### src/core/dpga_pkg.sv
// Purpose: constants shared by the dual port gpio with alternate functions
// Assumes: 32-bit classic wishbone, byte address = 4 x register index
// Notes:   register indices, field positions and pin positions live here
//
// Summary of operation
// - a direction bit of one drives the latch onto the pin, zero floats it.
// - reset clears every direction bit of both ports so all pins are inputs.
// - reading port d data at index 03 gives latch where output, pin where input, zero on taken input pins.
// - a latch write always lands and never changes what an input pin reads.
// - port d bits 6..0 are converter channels 14..8 picked by channel select.
// - a converter pin reads zero when input and the latch when output.
// - port d bits 6 and 4 feed the timer a and b external clocks when chosen.
// - on timer clock pins direction is ignored but picks latch or zero on read.
// - port e bit 7 is spi clock, input as slave, output as master, if enabled.
// - port e bits 6 and 5 are spi mosi and miso while the spi is enabled.
// - port e bit 4 is spi slave select unless disabled or master without fault.
// - port e bits 3 and 2 are timer a channels 1 and 0 when their select is set.
// - port e bits 1 and 0 are serial receive and transmit while serial enabled.
// - on taken port e pins direction is ignored but picks latch or pin on read.
// - reading port e data at index 08 gives latch where output, pin where input.
package dpga_pkg;
	// ==========================================================
	// register indices
	localparam logic [5:0] IDX_LATCH_D = 6'h03;
	localparam logic [5:0] IDX_LATCH_E = 6'h08;
	localparam logic [5:0] IDX_DIR_D   = 6'h07;
	localparam logic [5:0] IDX_DIR_E   = 6'h0C;
	localparam logic [5:0] IDX_CFG_D   = 6'h10;
	localparam logic [5:0] IDX_CFG_E   = 6'h11;
	localparam logic [5:0] IDX_TAKEN   = 6'h12;

	// ==========================================================
	// reset values
	localparam logic [7:0]  DIR_RST   = 8'h00;
	localparam logic [10:0] CFG_D_RST = 11'h000;
	localparam logic [7:0]  CFG_E_RST = 8'h00;

	// ==========================================================
	// port d configuration fields
	localparam int CONV_LSB = 0;
	localparam int CONV_W   = 5;
	localparam int PSA_LSB  = 5;
	localparam int PSB_LSB  = 8;
	localparam int PS_W     = 3;
	localparam logic [4:0] CONV_FIRST  = 5'h08;
	localparam logic [2:0] PS_EXT_CLK  = 3'h7;
	localparam int CONV_PINS = 7;

	// ==========================================================
	// port e configuration fields
	localparam int SPI_EN_BIT   = 0;
	localparam int SPI_MSTR_BIT = 1;
	localparam int MODF_BIT     = 2;
	localparam int SER_EN_BIT   = 3;
	localparam int ELS0_LSB     = 4;
	localparam int ELS1_LSB     = 6;
	localparam int ELS_W        = 2;
	localparam logic [1:0] ELS_OFF = 2'h0;

	// ==========================================================
	// pin positions
	localparam int D_TIMER_A_EXT_CLOCK = 6;
	localparam int D_TIMER_B_EXT_CLOCK = 4;
	localparam int E_SCK   = 7;
	localparam int E_MOSI  = 6;
	localparam int E_MISO  = 5;
	localparam int E_SS    = 4;
	localparam int E_TCH1  = 3;
	localparam int E_TCH0  = 2;
	localparam int E_RX    = 1;
	localparam int E_TX    = 0;
endpackage

### src/core/dpga_pin.sv
// Purpose: one bidirectional pin with an alternate function
// Assumes: pin input is synchronous to the system clock
// Notes:   output enable is active low; pin output is zero when not driven
`timescale 1ns/100ps
module dpga_pin (
	input  wire logic latchBit,
	input  wire logic dirBit,
	input  wire logic padIn,
	input  wire logic altTaken,
	input  wire logic altDrive,
	input  wire logic altOut,
	input  wire logic altReadsZero,
	output      logic padOut,
	output      logic padOeN,
	output      logic readBit
);
	// ==========================================================
	// driver
	logic driveOn;
	logic driveVal;

	// taken pins ignore the direction bit
	assign driveOn  = altTaken ? altDrive : dirBit;
	assign driveVal = altTaken ? altOut : latchBit;
	assign padOeN   = ~driveOn;
	// gated so an unwritten latch never shows as unknown on a floating pin
	assign padOut   = driveOn & driveVal;

	// ==========================================================
	// read path
	logic inputView;

	// latch never reaches the read path of an input pin
	assign inputView = (altTaken & altReadsZero) ? 1'b0 : padIn;
	assign readBit   = dirBit ? latchBit : inputView;
endmodule

### src/core/dpga_top.sv
// Purpose: ports d and e with latches, directions and pin sharing
// Assumes: classic wishbone slave, one wait state, data in the low two lanes
// Notes:   peripheral selects are mirrored in two local config registers
`timescale 1ns/100ps
module dpga_top
	import dpga_pkg::*;
(
	input  wire logic        clock,
	input  wire logic        srst,
	input  wire logic        wbCyc,
	input  wire logic        wbStb,
	input  wire logic        wbWe,
	input  wire logic [7:0]  wbAdr,
	input  wire logic [3:0]  wbSel,
	input  wire logic [31:0] wbDatI,
	output      logic [31:0] wbDatO,
	output      logic        wbAck,
	input  wire logic [7:0]  padDIn,
	output      logic [7:0]  padDOut,
	output      logic [7:0]  padDOeN,
	input  wire logic [7:0]  padEIn,
	output      logic [7:0]  padEOut,
	output      logic [7:0]  padEOeN,
	output      logic [6:0]  converterChannelPin,
	output      logic        converterSelected,
	output      logic        timerAExtClock,
	output      logic        timerBExtClock,
	output      logic        spiEnable,
	output      logic        spiMaster,
	output      logic        spiModeFaultEnable,
	output      logic        spiClockIn,
	input  wire logic        spiClockOut,
	output      logic        spiMosiIn,
	input  wire logic        spiMosiOut,
	output      logic        spiMisoIn,
	input  wire logic        spiMisoOut,
	output      logic        spiSlaveSelIn,
	output      logic [1:0]  timerAChIn,
	input  wire logic [1:0]  timerAChOut,
	input  wire logic [1:0]  timerAChDrive,
	output      logic [1:0]  timerAChActive,
	output      logic        serialEnable,
	output      logic        serialRxIn,
	input  wire logic        serialTxOut
);
	// ==========================================================
	// registers
	logic [7:0]  latchD_ff;
	logic [7:0]  latchE_ff;
	logic [7:0]  dirD_ff;
	logic [7:0]  dirE_ff;
	logic [10:0] cfgD_ff;
	logic [7:0]  cfgE_ff;
	logic        ack_ff;
	logic [31:0] rdat_ff;

	// ==========================================================
	// bus decode
	logic [5:0]  adrIdx;
	logic        busReq;
	logic        wrStrobe;
	logic        rdStrobe;
	logic        lane0;
	logic        lane1;
	logic        hitLatchD;
	logic        hitLatchE;
	logic        hitDirD;
	logic        hitDirE;
	logic        hitCfgD;
	logic        hitCfgE;
	logic        hitTaken;

	assign adrIdx    = wbAdr[7:2];
	// one transfer per request: the ack cycle itself is not a new request
	assign busReq    = wbCyc & wbStb & ~ack_ff;
	assign wrStrobe  = busReq & wbWe;
	assign rdStrobe  = busReq & ~wbWe;
	assign lane0     = wbSel[0];
	assign lane1     = wbSel[1];
	assign hitLatchD = (adrIdx == IDX_LATCH_D);
	assign hitLatchE = (adrIdx == IDX_LATCH_E);
	assign hitDirD   = (adrIdx == IDX_DIR_D);
	assign hitDirE   = (adrIdx == IDX_DIR_E);
	assign hitCfgD   = (adrIdx == IDX_CFG_D);
	assign hitCfgE   = (adrIdx == IDX_CFG_E);
	assign hitTaken  = (adrIdx == IDX_TAKEN);

	// ==========================================================
	// next values
	logic [7:0]  nxt_latchD;
	logic [7:0]  nxt_latchE;
	logic [7:0]  nxt_dirD;
	logic [7:0]  nxt_dirE;
	logic [10:0] nxt_cfgD;
	logic [7:0]  nxt_cfgE;
	logic        wrLow;
	logic        wrHigh;

	assign wrLow  = wrStrobe & lane0;
	assign wrHigh = wrStrobe & lane1;

	// a latch write lands whatever the direction bit says
	assign nxt_latchD = (wrLow & hitLatchD) ? wbDatI[7:0] : latchD_ff;
	assign nxt_latchE = (wrLow & hitLatchE) ? wbDatI[7:0] : latchE_ff;
	assign nxt_dirD   = (wrLow & hitDirD) ? wbDatI[7:0] : dirD_ff;
	assign nxt_dirE   = (wrLow & hitDirE) ? wbDatI[7:0] : dirE_ff;
	assign nxt_cfgE   = (wrLow & hitCfgE) ? wbDatI[7:0] : cfgE_ff;
	assign nxt_cfgD[7:0]  = (wrLow & hitCfgD) ? wbDatI[7:0] : cfgD_ff[7:0];
	assign nxt_cfgD[10:8] = (wrHigh & hitCfgD) ? wbDatI[10:8] :
		cfgD_ff[10:8];

	// ==========================================================
	// latches carry no reset: contents survive a reset
	always_ff @(posedge clock) begin
		latchD_ff <= nxt_latchD;
		latchE_ff <= nxt_latchE;
	end

	// ==========================================================
	// direction
	always_ff @(posedge clock) begin
		if (srst) begin
			dirD_ff <= DIR_RST;
			dirE_ff <= DIR_RST;
		end else begin
			dirD_ff <= nxt_dirD;
			dirE_ff <= nxt_dirE;
		end
	end

	// ==========================================================
	// configuration mirrors of the peripheral selects
	always_ff @(posedge clock) begin
		if (srst) begin
			cfgD_ff <= CFG_D_RST;
			cfgE_ff <= CFG_E_RST;
		end else begin
			cfgD_ff <= nxt_cfgD;
			cfgE_ff <= nxt_cfgE;
		end
	end

	// ==========================================================
	// configuration fields
	logic [4:0] convSel;
	logic [2:0] psA;
	logic [2:0] psB;
	logic       spiEn;
	logic       spiMstr;
	logic       mode_fault_enable;
	logic       serEn;
	logic [1:0] els0;
	logic [1:0] els1;

	assign convSel = cfgD_ff[CONV_LSB +: CONV_W];
	assign psA     = cfgD_ff[PSA_LSB +: PS_W];
	assign psB     = cfgD_ff[PSB_LSB +: PS_W];
	assign spiEn   = cfgE_ff[SPI_EN_BIT];
	assign spiMstr = cfgE_ff[SPI_MSTR_BIT];
	assign mode_fault_enable  = cfgE_ff[MODF_BIT];
	assign serEn   = cfgE_ff[SER_EN_BIT];
	assign els0    = cfgE_ff[ELS0_LSB +: ELS_W];
	assign els1    = cfgE_ff[ELS1_LSB +: ELS_W];

	assign spiEnable          = spiEn;
	assign spiMaster          = spiMstr;
	assign spiModeFaultEnable = mode_fault_enable;
	assign serialEnable       = serEn;

	// ==========================================================
	// port d ownership
	logic [7:0] convTakeD;
	logic [7:0] timerTakeD;
	logic [7:0] takenD;
	logic       extClkA;
	logic       extClkB;

	genvar gi;
	generate
		for (gi = 0; gi < CONV_PINS; gi++) begin : gConv
			// channel 8 sits on bit 0, channel 14 on bit 6
			assign convTakeD[gi] = (convSel == CONV_FIRST + 5'(gi));
		end
	endgenerate
	assign convTakeD[7] = 1'b0;

	assign extClkA = (psA == PS_EXT_CLK);
	assign extClkB = (psB == PS_EXT_CLK);
	always_comb begin
		timerTakeD          = 8'h00;
		timerTakeD[D_TIMER_A_EXT_CLOCK] = extClkA;
		timerTakeD[D_TIMER_B_EXT_CLOCK] = extClkB;
	end
	assign takenD = convTakeD | timerTakeD;
	assign converterSelected = |convTakeD;

	// ==========================================================
	// port e ownership and direction when taken
	logic [7:0] takenE;
	logic [7:0] driveE;
	logic [7:0] altOutE;
	logic       ssTaken;
	logic [1:0] chActive;

	// a master that ignores mode faults leaves slave select to the port
	assign ssTaken  = spiEn & ~(spiMstr & ~mode_fault_enable);
	assign chActive = {(els1 != ELS_OFF), (els0 != ELS_OFF)};
	assign timerAChActive = chActive;

	always_comb begin
		takenE          = 8'h00;
		takenE[E_SCK]   = spiEn;
		takenE[E_MOSI]  = spiEn;
		takenE[E_MISO]  = spiEn;
		takenE[E_SS]    = ssTaken;
		takenE[E_TCH1]  = chActive[1];
		takenE[E_TCH0]  = chActive[0];
		takenE[E_RX]    = serEn;
		takenE[E_TX]    = serEn;
	end

	always_comb begin
		driveE          = 8'h00;
		driveE[E_SCK]   = spiMstr;
		driveE[E_MOSI]  = spiMstr;
		driveE[E_MISO]  = ~spiMstr;
		driveE[E_SS]    = 1'b0;
		driveE[E_TCH1]  = timerAChDrive[1];
		driveE[E_TCH0]  = timerAChDrive[0];
		driveE[E_RX]    = 1'b0;
		driveE[E_TX]    = 1'b1;
	end

	always_comb begin
		altOutE         = 8'h00;
		altOutE[E_SCK]  = spiClockOut;
		altOutE[E_MOSI] = spiMosiOut;
		altOutE[E_MISO] = spiMisoOut;
		altOutE[E_TCH1] = timerAChOut[1];
		altOutE[E_TCH0] = timerAChOut[0];
		altOutE[E_TX]   = serialTxOut;
	end

	// ==========================================================
	// pin cells
	logic [7:0] readD;
	logic [7:0] readE;

	generate
		for (gi = 0; gi < 8; gi++) begin : gPins
			// analog and clock pins are inputs only: driver stays off
			dpga_pin uPinD (
				.latchBit     (latchD_ff[gi]),
				.dirBit       (dirD_ff[gi]),
				.padIn        (padDIn[gi]),
				.altTaken     (takenD[gi]),
				.altDrive     (1'b0),
				.altOut       (1'b0),
				.altReadsZero (1'b1),
				.padOut       (padDOut[gi]),
				.padOeN       (padDOeN[gi]),
				.readBit      (readD[gi])
			);
		end
	endgenerate

	generate
		for (gi = 0; gi < 8; gi++) begin : gPinsE
			dpga_pin uPinE (
				.latchBit     (latchE_ff[gi]),
				.dirBit       (dirE_ff[gi]),
				.padIn        (padEIn[gi]),
				.altTaken     (takenE[gi]),
				.altDrive     (driveE[gi]),
				.altOut       (altOutE[gi]),
				.altReadsZero (1'b0),
				.padOut       (padEOut[gi]),
				.padOeN       (padEOeN[gi]),
				.readBit      (readE[gi])
			);
		end
	endgenerate

	// ==========================================================
	// pin levels towards the peripherals
	// converter, spi and timer channel inputs see the pin whether or not owned; ext clocks, slave select and rx are gated here
	assign converterChannelPin = padDIn[CONV_PINS-1:0];
	assign timerAExtClock = extClkA & padDIn[D_TIMER_A_EXT_CLOCK];
	assign timerBExtClock = extClkB & padDIn[D_TIMER_B_EXT_CLOCK];
	assign spiClockIn     = padEIn[E_SCK];
	assign spiMosiIn      = padEIn[E_MOSI];
	assign spiMisoIn      = padEIn[E_MISO];
	// an unowned slave select reads as deselected
	assign spiSlaveSelIn  = ssTaken ? padEIn[E_SS] : 1'b1;
	assign timerAChIn     = {padEIn[E_TCH1], padEIn[E_TCH0]};
	// idle line level is high while the serial port is off
	assign serialRxIn     = serEn ? padEIn[E_RX] : 1'b1;

	// ==========================================================
	// read mux
	logic [31:0] rdMux;

	always_comb begin
		rdMux = 32'h0000_0000;
		if (hitLatchD) begin
			rdMux[7:0] = readD;
		end else if (hitLatchE) begin
			rdMux[7:0] = readE;
		end else if (hitDirD) begin
			rdMux[7:0] = dirD_ff;
		end else if (hitDirE) begin
			rdMux[7:0] = dirE_ff;
		end else if (hitCfgD) begin
			rdMux[10:0] = cfgD_ff;
		end else if (hitCfgE) begin
			rdMux[7:0] = cfgE_ff;
		end else if (hitTaken) begin
			rdMux[15:0] = {takenE, takenD};
		end
	end

	// ==========================================================
	// bus answer: one cycle after the request
	always_ff @(posedge clock) begin
		if (srst) begin
			ack_ff <= 1'b0;
		end else begin
			ack_ff <= busReq;
		end
	end

	// ==========================================================
	// read data: taken at the request edge, unmapped reads give zero
	always_ff @(posedge clock) begin
		if (srst) begin
			rdat_ff <= 32'h0000_0000;
		end else if (rdStrobe) begin
			rdat_ff <= rdMux;
		end
	end

	assign wbAck  = ack_ff;
	assign wbDatO = rdat_ff;
endmodule

### config.mk
export PLATFORM = sky130hd
export DESIGN_NAME = dpga_top
export DESIGN_NICKNAME = d
export VERILOG_FILES = /design/src/core/dpga_pkg.sv /design/src/core/dpga_pin.sv /design/src/core/dpga_top.sv
export SDC_FILE = /design/constraint.sdc
export NUM_CORES = 1
export LEC_CHECK = 0
export ABC_AREA = 1
export BUFFER_PORTS_ARGS = -buffer_cell sky130_fd_sc_hd__buf_2
export CAP_MARGIN = 20
export CORE_AREA = 2 2 94 96
export CTS_CLUSTER_SIZE = 40
export DETAILED_ROUTE_END_ITERATION = 8
export DIE_AREA = 0 0 96 98
export HOLD_SLACK_MARGIN = 0.03
export PLACE_DENSITY = 0.81
export SLEW_MARGIN = 20
export SYNTH_ARGS = -nofsm -noshare
export SYNTH_HDL_FRONTEND = slang
export SYNTH_HIERARCHICAL = 1
export SYNTH_SLANG_ARGS = --single-unit
### constraint.sdc
create_clock -name clock -period 1.89 [get_ports clock]
set_input_delay 0.0945 -clock clock [delete_from_list [all_inputs] [get_ports clock]]
set_output_delay 0.0945 -clock clock [all_outputs]
set_load 0.1 [all_outputs]
# Yosys cells after proc, flatten, opt, wreduce, memory -nomap -nowiden
# Cells that the tools add are included.
# op_classes
eq_ne,16
muxes,71
bitwise,55
reduce_logical,3
# ops
cell,count
$mux W8,10
$mux W1,58
$eq A5 B4 Y1 const B,7
$and A1 B1 Y1,33
$not A1 Y1,21
$eq A6 B5 Y1 const B,3
$mux W16,1
$eq A6 B4 Y1 const B,2
$mux W11,1
$or A7 B7 Y7,1
$reduce_or A7 Y1,1
$eq A3 B3 Y1 const B,2
$eq A6 B2 Y1 const B,1
$eq A6 B3 Y1 const B,1
$mux W5,1
$reduce_bool A2 Y1,2
# word_totals
register_bits,68
output_inout_bits,88
elab_cells,154

# Longest topological paths before layout
# logic_depth
word_depth,11
ltp_mapped,12
depth_no_buf,12

# Hierarchy
# The synthesis kept the hierarchy.
# by_module_without_submodules
mod,n_inst,cells_each,area_per_inst_um2,seq_area_each_um2
dpga_top,1,423,3216.8,1481.4
dpga_pin,16,14,56.3,0.0

# Worst setup path after synthesis
# Ideal clock, no wire load.
# synth_path
kind,flip-flop to output port
start,reg cfgE_ff[0]
end,out padEOeN[4]
arrival_ns,2.268
t_required_ns,1.796
slack_ns,-0.472
stages_incl_launch_ff,6
path_buffers,0
cell_sequence,dfxtp_1 > o21a_1 > inv_2 > nand2_1 > nand2_1 > inv_1
# synth_between
elab_chain_len,3
# synth_lines
element,line,source
from (decl),dpga_top.sv:53,logic [7:0] cfgE_ff;
from (signal assigned),dpga_top.sv:139,cfgE_ff <= nxt_cfgE;
$and A1 B1 Y1,dpga_top.sv:206,assign ssTaken = spiEn & ~(spiMstr & ~mode_fault_enable);
net ssTaken,dpga_top.sv:202,logic ssTaken;
$mux W1,dpga_pin.sv:23,assign driveOn = altTaken ? altDrive : dirBit;
$not A1 Y1,dpga_pin.sv:25,assign padOeN = ~driveOn;
to (decl),dpga_top.sv:23,"output logic [7:0] padEOeN,"
# The timed path passes the listed nets, and every way through them passes these cells.

# Final worst setup path
# layout_path
start,reg cfgD_ff[1]
end,out padDOut[6]
# layout_between
elab_chain_len,4
elab_cells_between_ends,5
classes_between,1 x eq/ne; 2 x mux; 2 x bitwise
# layout_lines
element,line,source
from (decl),dpga_top.sv:52,logic [10:0] cfgD_ff;
from (signal assigned),dpga_top.sv:138,cfgD_ff <= nxt_cfgD;
$eq A5 B4 Y1 (*),dpga_top.sv:182,assign convTakeD[gi] = (convSel == CONV_FIRST + 5'(gi));
$or A7 B7 Y7 (*),dpga_top.sv:194,assign takenD = convTakeD | timerTakeD;
net takenD[6],dpga_top.sv:174,logic [7:0] takenD;
$mux W1 (on tied branches),"dpga_pin.sv:23, dpga_pin.sv:24",
$and A1 B1 Y1 (*),dpga_pin.sv:27,assign padOut = driveOn & driveVal;
to (decl),dpga_top.sv:19,"output logic [7:0] padDOut,"
# Mark *: on every way through the listed nets, which the timed path passes. The rest lies on a longest branch.

==> parameters.txt <==
Parameter                              Value

Synthesis
  Post-synth top area cell ... sky130_fd_sc_hd__dfxtp_1
  Yosys cell types ... 26
  Proportion of register bits with asynchronous set or reset after synthesis ... 0%
  Portion of synthesized cell area occupied by the leading cell type ... 24.3%
  Post-synthesis adder-cell area fraction ... 0%
  Main combinational cell family by area after synthesis ... simple AND/OR/NAND/NOR gates
  Xor/xnor share of the synthesized area ... 0%
  Instance count of the mapped netlist ... 647
  Avg Synthesized Cell Area ... 6.36 µm²
  Share of the yosys chip area belonging to registers ... 36.0%
  Compound-cell area share of the yosys netlist ... 10.1%
  Number of synthesized flops with an enable pin ... 16
  Share of synthesized cell area in and, or, nand and nor gates ... 39.3%
  Mux contribution to synthesized area ... 0%
  Summed instance area of the synthesized netlist ... 4120 µm²
  Warning count from the yosys run ... 6
  Most used flip-flop cell after synthesis ... sky130_fd_sc_hd__dfxtp_1
  Register bit count reported by yosys ... 66
  Cell types with the largest area share after synthesis ... sky130_fd_sc_hd__dfxtp_1 24%, sky130_fd_sc_hd__nand2_1 19%, sky130_fd_sc_hd__edfxtp_1 12%, sky130_fd_sc_hd__nor2_1 7.7%, sky130_fd_sc_hd__inv_1 5.8%

Status
  Status ... complete, no violations

Min path
  Startpoint of the worst hold path ... srst
  Hold crit path type ... in2reg

Global route
  Number of antenna violations at the first check in global routing ... 0
  Global-route wire length before repair ... 20300 µm
  Largest net degree at the start of global routing ... 42
  Remaining global-route overflow ... 0
  All-Layer GR Usage ... 27.5%
  Number of global-route vias before repair ... 4475

Power and ir drop
  Highest ir drop seen on vdd ... 363 µV
  Switching fraction of total power ... 31.9%
  Cell Pwr Density ... 574 nW/µm²
  Static Leak ... 2.74 nW
  Total internal power ... 2.15 mW
  PnR Total Power ... 3.16 mW
  Combinational share of power ... 18.2%
  Net switching power figure ... 1.01 mW
  Clock share of power ... 35.8%
  Proportion of power drawn by flip-flops and latches ... 46.0%

Setup path
  Critical path launch point ... cfgD_ff[1]$_SDFFE_PP0P_
  Critical Path Fanout Max ... 6
  Critical path required time ... 1.80 ns
  Endpoint class of the critical path ... primary output
  Worst Setup Start Kind ... flip-flop
  Critical setup path kind ... reg2out
  Critical path arrival ... 1.75 ns
  Crit Reg-Reg Startpoint ... cfgD_ff[4]$_SDFFE_PP0P_

STA
  # setup viols final ... 0
  Final setup TNS ... 0 ns
  Number of slew-limit violations in the final report ... 0
  Maximum achievable frequency ... 543 MHz
  Setup repair after global routing missed its margin ... yes
  Final WS setup ... 0.0499 ns
  Total count of hold-check failures in the final report ... 0
  Clock Skews ... 0.00725 ns
  Hold Worst Slack ... 0.0496 ns
  Min cycle time layout ... 1.84 ns
  Final cycle utilization of the critical path ... 97.4%

Clock network
  Root Buffer ... sky130_fd_sc_hd__clkbuf_8
  H-tree depth reported by CTS ... 3
  Maximum clock insertion buffer count ... 2
  Clock sink count ... 66
  Number of buffers added by the clock tree synthesis step ... 9
  Clock tree from TritonCTS ... yes
  Clock transition time at the flip-flop clock pins of the worst setup and hold paths ... 0.07 ns
  Clk_lat worst skew ... 0.35 ns

Finish
  Utilization of the core after routing ... 65.0%
  Fraction of layout instances using a drive strength above 1 ... 26.9%
  Final antenna diode count ... 0
  Area growth from synthesis to final layout ... 33.6%
  Layout Cell Area excl Fill ... 5500 µm²
  Net total in the final layout ... 898
  Filler-free cell count of the finished design ... 938

Place
  Cells after DPL ... 910
  Post-Place Cell Area ... 5110 µm²
  Placer congestion estimate ... 0.917
  Post-Place Setup Slack ... 0.111 ns
  Port buffer count ... 119
  Final HPWL from detailed placement ... 9130 µm

Floorplanning
  Die outline width ... 96 µm
  Starting density of the core ... 48.6%
  Placeable core area ... 8470 µm²
  Die footprint ... 9410 µm²
  Boundary Pins ... 161
  Overall die height ... 98 µm
  Cell row count ... 34

Drt
  Via Count ... 4721
  Routed len/inst ... 13.2 µm
  Total Wirelength ... 12400 µm
  DRC ... 0
  Starting DRC count in detailed routing ... 268
  Pre-antenna DRT Iters ... 5
  Vias per cell ... 5.03
  Final ANT Viol Nets ... 0

Job
  Reported max-cap violation count ... 0
cells by family (layout without fill, tap and decap cells):
family | after synthesis | in the layout
DFF | 66 | 66
AOI/OAI and AO/OA | 81 | 81
buffers and inverters | 128 | 256
other | 2 | 57
and+or+nand+nor | 370 | 370
cell type report:
class	instances	area (µm²)
clock buffers	12	135
clock inverters	4	42.5
fillers	764	2960
inverters	89	340
multi-input cells	508	2300
flip-flops and latches	66	1500
well taps	108	135
repair buffers	151	1050
power by group through the flow:
stage / clock (mW) / combinational [mW] / sequential, mW
floorplan: 0 / 0.412 / 1.54
global placement: 0 / 0.547 / 1.49
detailed placement: 0 / 0.552 / 1.49
CTS: 1.13 / 0.566 / 1.46
global route: 1.20 / 0.610 / 1.45
finish: 1.13 / 0.574 / 1.45
sequential cells by signal, summed over array words and instances, names as in the netlist:
signal	cells
wbDatO	14
cfgD_ff	11
cfgE_ff	8
dirD_ff	8
dirE_ff	8
latchD_ff	8
latchE_ff	8
wbAck	1
Yosys cell counts, types with 2 or more instances:
cell,number
sky130_fd_sc_hd__nand2_1,206
sky130_fd_sc_hd__nor2_1,84
sky130_fd_sc_hd__inv_1,64
sky130_fd_sc_hd__dfxtp_1,50
sky130_fd_sc_hd__o21ai_0,43
sky130_fd_sc_hd__a21oi_1,30
sky130_fd_sc_hd__buf_4,30
sky130_fd_sc_hd__inv_2,25
sky130_fd_sc_hd__nand3_1,23
sky130_fd_sc_hd__nand4_1,17
sky130_fd_sc_hd__edfxtp_1,16
sky130_fd_sc_hd__nand3b_1,16
sky130_fd_sc_hd__clkbuf_1,8
sky130_fd_sc_hd__nor2_4,8
sky130_fd_sc_hd__nor3_1,7
sky130_fd_sc_hd__nor2_2,4
sky130_fd_sc_hd__o21ai_1,4
sky130_fd_sc_hd__conb_1,2
sky130_fd_sc_hd__nand3_2,2
sky130_fd_sc_hd__or2_2,2
metal layers:
metal | GRT usage [%] | vias up | part of all wire, %
met5 | 0 | - | 0
met4 | 13.7 | 0 | 4.0
met3 | 4.71 | 47 | 7.5
met2 | 48.1 | 239 | 51
met1 | 31.6 | 2115 | 38
li1 | - | 2320 | -
final timing paths:
kind	slack, ns	cells past startpoint	endpoint
hold / removal	0.05	2	wbDatO[11]$_SDFFE_PP0P_
setup reg to reg	0.19	14	wbDatO[2]$_SDFFE_PP0P_
setup / recovery	0.05	11	padDOut[6]
hold reg to reg	0.46	2	cfgE_ff[7]$_SDFFE_PP0P_
critical path: stages, from the launching register on:
cell                      delay (ns)
sky130_fd_sc_hd__dfxtp_4        0.39
sky130_fd_sc_hd__inv_2          0.06
sky130_fd_sc_hd__nor2_2         0.13
sky130_fd_sc_hd__nand3_1        0.16
sky130_fd_sc_hd__nand2_1        0.11
sky130_fd_sc_hd__buf_4          0.13
sky130_fd_sc_hd__inv_2          0.04
sky130_fd_sc_hd__nand2_1        0.04
sky130_fd_sc_hd__nand2_1        0.06
sky130_fd_sc_hd__nand2_1        0.06
sky130_fd_sc_hd__inv_1          0.06
sky130_fd_sc_hd__buf_12         0.16
placed cells by master, fill, tap and decap left out, drive strengths merged, types with 2 or more instances in the layout:
| master | n |
|---|---|
| a21oi | 30 |
| buf | 142 |
| clkbuf | 13 |
| clkinv | 3 |
| conb | 57 |
| dfxtp | 50 |
| dlygate4sd3 | 8 |
| edfxtp | 16 |
| inv | 88 |
| nand2 | 207 |
| nand3 | 25 |
| nand3b | 16 |
| nand4 | 17 |
| nor2 | 96 |
| nor3 | 7 |
| o21ai | 47 |
| or2 | 2 |
what timing repair did:
item,4_1_cts,5_1_grt
setup buffers,1,3
endpoints found under the hold margin,13,0
cloned,0,0
resized for setup,14,29
hold buffers,8,0
pin swaps,1,3
setup endpoints to repair,13,19
(Power assumes the default switching activity.)
